==> config.mk <==
export PLATFORM = sky130hd
export DESIGN_NAME = serial_segment_display_driver
export DESIGN_NICKNAME = d
export VERILOG_FILES = /design/src/segdrv_pkg.sv /design/src/frame_if.sv /design/src/link_sampler.sv /design/src/serial_segment_display_driver.sv
export SDC_FILE = /design/constraint.sdc
export NUM_CORES = 1
export LEC_CHECK = 0
export ABC_AREA = 1
export BUFFER_PORTS_ARGS = -buffer_cell sky130_fd_sc_hd__buf_2
export CAP_MARGIN = 20
export CORE_MARGIN = 4
export CORE_UTILIZATION = 40
export DETAILED_ROUTE_END_ITERATION = 6
export MAX_ROUTING_LAYER = met4
export PLACE_DENSITY_LB_ADDON = 0.12
export SYNTH_ARGS = -nofsm -noshare
export SYNTH_HDL_FRONTEND = slang
export SYNTH_SLANG_ARGS = --single-unit
==> constraint.sdc <==
create_clock -name clk -period 1.1 [get_ports clk]
set_input_delay 0.22 -clock clk [delete_from_list [all_inputs] [get_ports clk]]
set_output_delay 0.22 -clock clk [all_outputs]
set_load 0.05 [all_outputs]
==> src/segdrv_pkg.sv <==
package segdrv_pkg;
   localparam int FRAME_BITS = 35;
   localparam int SEG_COUNT = 23;
   localparam int CNT_W = 6;
   // clock that makes the 36th edge of a frame
   localparam logic [CNT_W-1:0] LOAD_CLOCK = 6'h23;
   localparam real SCLK_MAX_MHZ = 0.5;
   // frame bit position (1..35) for each segment output 1..23
   localparam int SEG_POS [SEG_COUNT] = '{
      2, 3, 4, 5, 6, 7, 8,
      12, 13, 14, 15,
      20, 21, 22, 23, 24, 25,
      27,
      30, 31, 32, 33, 34};
endpackage

==> src/frame_if.sv <==
`timescale 1ns/1ps
interface frame_if;
   logic sclkRise;
   logic sclkFall;
   logic sdata;
   modport src (output sclkRise, output sclkFall, output sdata);
   modport dst (input sclkRise, input sclkFall, input sdata);
endinterface

==> src/link_sampler.sv <==
`timescale 1ns/1ps
module link_sampler
(
   // clock and reset
   input wire logic clk,
   input wire logic rst,
   // pins
   input wire logic sclkPin,
   input wire logic sdataPin,
   // edges and data
   frame_if.src lnk
);
   logic [1:0] clkSync_r;
   logic [1:0] datSync_r;
   logic clkDly_r;
   always_ff @(posedge clk)
   begin
      if (rst)
      begin
         clkSync_r <= 2'h0;
         datSync_r <= 2'h0;
         clkDly_r <= 1'b0;
      end
      else
      begin
         clkSync_r <= {clkSync_r[0], sclkPin};
         datSync_r <= {datSync_r[0], sdataPin};
         clkDly_r <= clkSync_r[1];
      end
   end
   assign lnk.sclkRise = clkSync_r[1] & ~clkDly_r;
   assign lnk.sclkFall = ~clkSync_r[1] & clkDly_r;
   assign lnk.sdata = datSync_r[1];
endmodule

==> src/serial_segment_display_driver.sv <==
`timescale 1ns/1ps
// Overview of operation
// - only data and clock, no load pin
// - 36th clock high latches 35 bits
// - following clock low clears shift stages
// - clear spares first stage master
// - power-on reset clears shifter and latches
// - start bit with clock resumes reception
// - output changes only on differing bit
// - 23 positions drive, 12 ignored
module serial_segment_display_driver
#(
   parameter int FRAME_BITS = segdrv_pkg::FRAME_BITS,
   parameter int SEG_COUNT = segdrv_pkg::SEG_COUNT
)
(
   // clock and reset
   input wire logic clk,
   input wire logic rst,
   // serial link
   input wire logic sclk,
   input wire logic sdata,
   // segment drive
   output logic [SEG_COUNT-1:0] segOut
);
   frame_if lnk ();

   link_sampler link_sampler_i
   (
      .clk(clk),
      .rst(rst),
      .sclkPin(sclk),
      .sdataPin(sdata),
      .lnk(lnk)
   );

   // a bit enters at stage 0 and climbs one stage per fall
   logic [FRAME_BITS:0] shift_r;
   logic masterFirst_r;
   logic [FRAME_BITS:1] latch_r;
   logic clearPend_r;
   logic [SEG_COUNT-1:0] segOut_r;
   logic loadNow;
   typedef logic [segdrv_pkg::CNT_W-1:0] cnt_t;
   cnt_t riseCnt_r;

   // stage that holds data bit k on the load rise
   function automatic int bit_stage(input int k);
      return FRAME_BITS - 1 - k;
   endfunction

   // start bit reached stage FRAME_BITS-1 on this rise
   assign loadNow = lnk.sclkRise & shift_r[FRAME_BITS-1];

   // master of stage 0 samples data on every rise
   always_ff @(posedge clk)
   begin
      if (rst)
         masterFirst_r <= 1'b0;
      else if (lnk.sclkRise)
         masterFirst_r <= lnk.sdata;
   end

   always_ff @(posedge clk)
   begin
      if (rst)
         shift_r <= '0;
      // clear on falling edge after load
      else if (lnk.sclkFall && clearPend_r)
         shift_r <= '0;
      else if (lnk.sclkFall)
         shift_r <= {shift_r[FRAME_BITS-1:0], masterFirst_r};
   end

   always_ff @(posedge clk)
   begin
      if (rst)
         clearPend_r <= 1'b0;
      else if (loadNow)
         clearPend_r <= 1'b1;
      else if (lnk.sclkFall)
         clearPend_r <= 1'b0;
   end

   always_ff @(posedge clk)
   begin
      if (rst)
         latch_r <= '0;
      else if (loadNow)
      begin
         // last bit is still at the pin on the load rise
         latch_r[FRAME_BITS] <= lnk.sdata;
         for (int k = 1; k < FRAME_BITS; k++)
            latch_r[k] <= shift_r[bit_stage(k)];
      end
   end

   always_ff @(posedge clk)
   begin
      if (rst)
         segOut_r <= '0;
      else
         for (int i = 0; i < SEG_COUNT; i++)
            segOut_r[i] <= latch_r[segdrv_pkg::SEG_POS[i]];
   end
   assign segOut = segOut_r;

   // rises counted from the start bit, for the checks below
   always_ff @(posedge clk)
   begin
      if (rst)
         riseCnt_r <= '0;
      else if (lnk.sclkFall && clearPend_r)
         riseCnt_r <= '0;
      else if (lnk.sclkRise && (riseCnt_r != '0 || lnk.sdata))
         riseCnt_r <= riseCnt_r + cnt_t'(1);
   end

   // a_load_on_rise: load only with a sampled rise
   a_load_on_rise:
   assert property (@(posedge clk) disable iff (rst)
      $changed(latch_r) |-> $past(lnk.sclkRise))
   else $error("latch changed without clock rise");

   // a_clear_after
   a_clear_after:
   assert property (@(posedge clk) disable iff (rst)
      (lnk.sclkFall && clearPend_r) |=> (shift_r == '0))
   else $error("shift stages not cleared after load");

   a_master_kept:
   assert property (@(posedge clk) disable iff (rst)
      (lnk.sclkFall && clearPend_r) |=> masterFirst_r == $past(masterFirst_r))
   else $error("first stage lost on clear");

   a_out_stable:
   assert property (@(posedge clk) disable iff (rst)
      $changed(segOut_r) |-> $past(latch_r) != $past(latch_r, 2))
   else $error("output changed without new latched bit");

   a_out_map:
   assert property (@(posedge clk) disable iff (rst)
      segOut_r[0] == $past(latch_r[2]) && segOut_r[7] == $past(latch_r[12]))
   else $error("low output mapping wrong");

   a_out_map_hi:
   assert property (@(posedge clk) disable iff (rst)
      segOut_r[17] == $past(latch_r[27])
      && segOut_r[22] == $past(latch_r[34]))
   else $error("high output mapping wrong");

   a_shift_move:
   assert property (@(posedge clk) disable iff (rst)
      (lnk.sclkFall && !clearPend_r)
      |=> shift_r[1] == $past(shift_r[0]))
   else $error("shift stage did not advance");

   a_reset_clear:
   assert property (@(posedge clk)
      $past(rst) |-> (shift_r == '0 && latch_r == '0))
   else $error("reset did not clear stages");

   a_load_at_36:
   assert property (@(posedge clk) disable iff (rst)
      loadNow |-> riseCnt_r == segdrv_pkg::LOAD_CLOCK)
   else $error("load not on the last clock of a frame");

   a_load_taken:
   assert property (@(posedge clk) disable iff (rst)
      (lnk.sclkRise && riseCnt_r == segdrv_pkg::LOAD_CLOCK) |-> loadNow)
   else $error("full frame did not load");

   a_latch_ends:
   assert property (@(posedge clk) disable iff (rst)
      loadNow |=> latch_r[FRAME_BITS] == $past(lnk.sdata)
      && latch_r[1] == $past(shift_r[FRAME_BITS-2]))
   else $error("latched bits out of order");

   a_seg_reset:
   assert property (@(posedge clk)
      rst |=> segOut_r == '0)
   else $error("reset did not clear outputs");

   a_clear_pend:
   assert property (@(posedge clk) disable iff (rst)
      loadNow |=> clearPend_r)
   else $error("no clear pending after load");

   a_pend_drop:
   assert property (@(posedge clk) disable iff (rst)
      (clearPend_r && lnk.sclkFall) |=> !clearPend_r)
   else $error("clear pending after the clear");

   a_count_restart:
   assert property (@(posedge clk) disable iff (rst)
      (lnk.sclkFall && clearPend_r) |=> riseCnt_r == '0)
   else $error("frame count not restarted");

   a_start_taken:
   assert property (@(posedge clk) disable iff (rst)
      (lnk.sclkFall && !clearPend_r && masterFirst_r) |=> shift_r[0])
   else $error("start bit not taken into first stage");

   a_edges_apart:
   assert property (@(posedge clk) disable iff (rst)
      !(lnk.sclkRise && lnk.sclkFall))
   else $error("rise and fall seen together");

   a_seg_steady:
   assert property (@(posedge clk) disable iff (rst)
      $stable(latch_r) |=> $stable(segOut_r))
   else $error("output moved with latch unchanged");

   a_master_idle:
   assert property (@(posedge clk) disable iff (rst)
      !lnk.sclkRise |=> $stable(masterFirst_r))
   else $error("first stage master changed without rise");
endmodule

==> results.cfg, run 1 <==
[status]
outcome = complete, no violations

[floorplan]
fp-row-count = 31
dieHeight_um = 95.1
die_x_um = 95.1
fp.coreArea_sq_um = 7330
io_pins = 27
die_area_sq_um = 9050
start_util_pct = 41.4

[drt]
drt_wl_total_um = 5550
firstDrtPassIters = 4
viasPerCell = 4.46
drt_iter0_markers = 89
wire_per_inst_um = 10.9
drtAntennaViolNets = 0
drc = 0
num_vias = 2272

[synth]
syn_avg_cell_area_sq_um = 8.05
synthTopCellsByCount = dfxtp_1 (88), nand2_1 (84), nor2_1 (74)
syn_nets = 381
syn_area_sq_um = 3040
syn_inst = 377
synth_seq_cells = 88
synth.distinct_cells = 13
ys_seq_area_share_pct = 58.0
synth_flop_cell = dfxtp_1
yosysTopAreaCellShare_pct = 58.0
synth-edff-count = 0
synth_async_sr_flop_share_pct = 0
yosysTopAreaCell = dfxtp_1
synth_area_leaders = dfxtp_1 (58%), nand2_1 (10%), nor2_1 (9.2%), nand3_1 (6.3%), a21oi_1 (6.1%)
ys.warnings.count = 0
yosysMostFrequentCell = dfxtp_1

[clock_network]
clock-sinks = 88
cts_buffer_depth = 2
cts-htree-levels = 3
tritoncts = done
clk_pin_slew_ps = 80
cts-root-buf = clkbuf_8
insertion_delay_ps = 350
cts_setup_buffers = 0
cts_made_buffers = 9
hold_buffers = 0

[pwr]
irDropWorstVdd_uv = 835
leakagePower_nw = 1.62
power.density_nw_per_um2 = 1560

[timing]
fin_crit_ps = 1080
setup_viol = 0
whs_ps = 59.5
final-hold-violation-count = 0
grt_setup_unrepaired = true
fmax_mhz = 930
max_slew_margin_pct = 85.2
finClkSkew_ps = 7.78
layout_setup_ws_ps = 24.9
maxSlewViolCount = 0
fin_crit_sh_pct = 97.7
worst_pin_slew_ps = 222

[setup_path]
path_max_fanout = 1
startpoint_type = flip-flop
cp.required_ps = 880
max_stage_delay_ps = 340
cp.arrival_ps = 860
crit_family = flip-flops
crit_chain = buf_6
crit_buf_inv = 1
worst-setup-path-type = reg -> out
end_kind = output port
slowest_stage = dfxtp_1

[final_layout]
num_antenna_cells = 0
fill_cells = 728
area_growth_pct = 21.6
drive_gt1_share_pct = 19.0
final_cells = 509
fin_nets = 409
utilization_pct = 50.3

[placement]
post-place-ws_ps = -6.59
gp_congestion = 0.735
dpl.cell_count = 491
port_buffers = 26
hpwl_um = 3190

[worst_hold_path]
hold_class = in -> reg

[global_route]
antenna_found_initial = 0
grt_overflow = 0
grt_pass1_vias = 2041
grt_max_degree = 37
grt_usage_pct = 13.5
grt_pass1_wl_um = 9180

[job]
cap_violations = 0
[per-layer routing]
layer / up-vias / part of all wire, % / GRT usage, % / wire, um
met4: 0 / 1.7 / 6.13 / 95
met1: 1003 / 48 / 15.5 / 2680
met2: 37 / 46 / 21.2 / 2550
met5: - / 0 / - / 0
li1: 1221 / - / - / -
met3: 11 / 4.0 / 4.74 / 224
[worst paths after layout]
path                            cells after the start                           to                         from  slack [ps]
worst max register to register                      4                  shift_r[27]      link_sampler_i.clkDly_r          80
worst min register to register                      2  link_sampler_i.datSync_r[1]  link_sampler_i.datSync_r[0]         400
worst min-delay path                                3  link_sampler_i.clkSync_r[0]                         sclk          60
worst max-delay path                                1                   segOut[13]                   segOut[13]          20
[placed cells by master (no fill, tap or decap), drive strengths merged]
master,instances
a21oi,37
buf,40
bufinv,2
clkbuf,10
clkinv,3
clkinvlp,1
dfxtp,88
inv,30
nand2,87
nand3,38
nor2,74
[what timing repair did]
action | CTS | global route
setup endpoints to repair | 82 | 81
gates resized for setup | 33 | 42
cloned | 0 | 2
endpoints found under the hold margin | 0 | 0
pin swaps | 0 | 0
[registers in the layout (all words and copies together) (netlist names)]
signal / flops
shift_r: 35
link_sampler_i.datSync_r: 2
link_sampler_i.clkDly_r: 1
clearPend_r: 1
link_sampler_i.clkSync_r: 2
latch_r: 23
masterFirst_r: 1
segOut: 23
[logic make-up (layout without fill, tap and decap cells)]
logic type	Yosys count	count (layout)	synth area share, %
AND/OR/NAND/NOR	198	199	26.7
flip-flops	88	88	58.0
buffers and inverters	54	86	9.19
AO/OA/AOI/OAI	37	37	6.10
[layout make-up]
type | count | area (sq um) | area share, %
clock buffers | 10 | 138 | 3.73
clock inverters | 6 | 82.6 | 2.24
inverters | 30 | 118 | 3.19
multi-input cells | 236 | 1020 | 27.6
flip-flops and latches | 88 | 1780 | 48.3
well taps | 99 | 124 | 3.36
repair buffers | 40 | 427 | 11.6
[report_power, final]
| part | switching [mW] | internal (mW) | total, mW |
|---|---|---|---|
| sequential | 0.00635 | 3.19 | 3.19 |
| clock | 1.08 | 1.33 | 2.41 |
| combinational | 0.101 | 0.0452 | 0.147 |
[stage by stage]
| stage | setup TNS [ps] | total power, mW | cell area [sq um] |
|---|---|---|---|
| floorplan | 0 | 3.37 | 3040 |
| global placement | 0 | 3.41 | 3250 |
| detailed placement | -22.7 | 3.41 | 3250 |
| CTS | -709 | 5.85 | 3560 |
| global route | -46.3 | 6.00 | 3690 |
| finish | 0 | 5.75 | 3690 |
Note: power is estimated with default switching activity, not from simulation.
==> run 2: changes to the inputs <==
--- a/config.mk
+++ b/config.mk
@@ -6,11 +6,11 @@
 export NUM_CORES = 1
 export LEC_CHECK = 0
 export ABC_AREA = 1
-export BUFFER_PORTS_ARGS = -buffer_cell sky130_fd_sc_hd__buf_2
 export CAP_MARGIN = 20
-export CORE_MARGIN = 4
+export CORE_MARGIN = 10
 export CORE_UTILIZATION = 40
 export DETAILED_ROUTE_END_ITERATION = 6
+export DONT_BUFFER_PORTS = 1
 export MAX_ROUTING_LAYER = met4
 export PLACE_DENSITY_LB_ADDON = 0.12
 export SYNTH_ARGS = -nofsm -noshare
==> run 2 against run 1 <==
Via count increased by 1.9%. Total power decreased by 6.5%. Worst hold slack improved by 57 ps. Combinational power increased by 27%. Flip-flop and latch count unchanged. Die area increased by 27%. Critical path depth unchanged. Critical path type unchanged. Largest power group unchanged.
==> results.cfg, run 2 (synthesis gave the netlist of run 1 again) <==
[status]
outcome = complete, no violations

[setup_path]
end_kind = output port
slowest_stage = dfxtp_1
cp.arrival_ps = 840
max_stage_delay_ps = 330
r2r-start = link_sampler_i.clkDly_r
crit_chain = buf_6
startpoint_type = flip-flop
crit_buf_inv = 1
path_max_fanout = 1
cp.required_ps = 880
worst-setup-path-type = reg -> out
crit_family = flip-flops
setup.worst_path.start = segOut[11]

[timing]
layout_setup_ws_ps = 39.3
finClkSkew_ps = 8.91
final-hold-violation-count = 0
maxSlewViolCount = 0
worst_pin_slew_ps = 284
whs_ps = 116
fin_crit_sh_pct = 96.4
max_slew_margin_pct = 81.0
fin_crit_ps = 1060
fmax_mhz = 943
setup_viol = 0
fin_tns_setup_ps = 0

[placement]
gp_congestion = 0.733
post-place-ws_ps = -7.59
dpl.cell_count = 490
port_buffers = 0
hpwl_um = 3340

[final_layout]
largest_reg_flops = 35
fin_nets = 413
final_common_cell = nand2_1
mostFrequentLayoutCells = nand2_1 (84), dfxtp_1 (79), nor2_1 (74)
num_antenna_cells = 0
area_growth_pct = 23.6
final_cells = 513
largest-register = shift_r
drive_gt1_share_pct = 17.9
utilization_pct = 51.2

[pwr]
irDropWorstVdd_uv = 624
power.density_nw_per_um2 = 1430
leakagePower_nw = 1.62

[clock_network]
tritoncts = done
clock-sinks = 88
cts_buffer_depth = 2
insertion_delay_ps = 350
cts_made_buffers = 9
cts-root-buf = clkbuf_8
cts-htree-levels = 3
clk_pin_slew_ps = 90

[floorplan]
fp.coreArea_sq_um = 7330
die_area_sq_um = 11500
io_pins = 27
dieHeight_um = 107
start_util_pct = 41.4
fp-row-count = 31
die_x_um = 107

[worst_hold_path]
hold_class = in -> reg
min-delay-start = rst

[drt]
drt_iter0_markers = 85
viasPerCell = 4.51
num_vias = 2316
drt_wl_total_um = 5840
wire_per_inst_um = 11.4
drtAntennaViolNets = 0
drc = 0
firstDrtPassIters = 4

[global_route]
grt_overflow = 0
grt_pass1_vias = 2135
grt_pass1_wl_um = 9900
grt_usage_pct = 11.0
grt_max_degree = 31
antenna_found_initial = 0

[job]
cap_violations = 0
-- run 2: cell count changes in the layout (fill, tap and decap cells not counted), sizes merged --
cell,previous run,this run
clkinv,3,2
clkinvlp,1,3
bufinv,2,0
dlygate4sd3,0,2
nand2,87,88
clkbuf,10,12
-- run 2: what timing repair did --
item,CTS,global route
hold endpoints to repair,30,0
setup buffers,0,1
gates cloned,1,2
setup endpoints to repair,16,73
pin swaps,1,3
gates resized for setup,13,31
hold buffers,3,0
-- run 2: metrics by stage --
stage          power (mW)  instance area [sq um]
3_5_place_dp         3.39                   3320
2_1_floorplan        3.37                   3040
5_1_grt              5.58                   3750
4_1_cts              5.43                   3590
6_report             5.38                   3750
3_3_place_gp         3.39                   3320
-- run 2: final timing paths --
kind	cells after the start	to	slack, ps
setup / recovery	1	segOut[11]	40
hold reg to reg	2	link_sampler_i.clkSync_r[1]	400
hold / removal	2	segOut[17]	120
setup reg to reg	5	shift_r[26]	40
-- run 2: report_power, final --
part / total [mW] / internal, mW / switching [mW]
combinational: 0.187 / 0.0704 / 0.116
sequential: 3.19 / 3.19 / 0.00465
clock: 2.00 / 0.875 / 1.12
total: 5.38 / 4.13 / 1.24
-- run 2: per-layer routing --
| layer | part of all wire [%] | track usage (%) |
|---|---|---|
| met5 | 0 | - |
| met1 | 51 | 13.2 |
| met2 | 44 | 15.9 |
| met4 | 1.4 | 6.96 |
| met3 | 3.9 | 3.23 |
-- run 2: area by class of cell --
class                   instances  area, sq um
clock buffers                  11          141
repair buffers                 43          513
multi-input cells             237         1050
fillers                       710         3580
flip-flops and latches         88         1780
well taps                      99          124
clock inverters                 5         32.5
inverters                      30          113
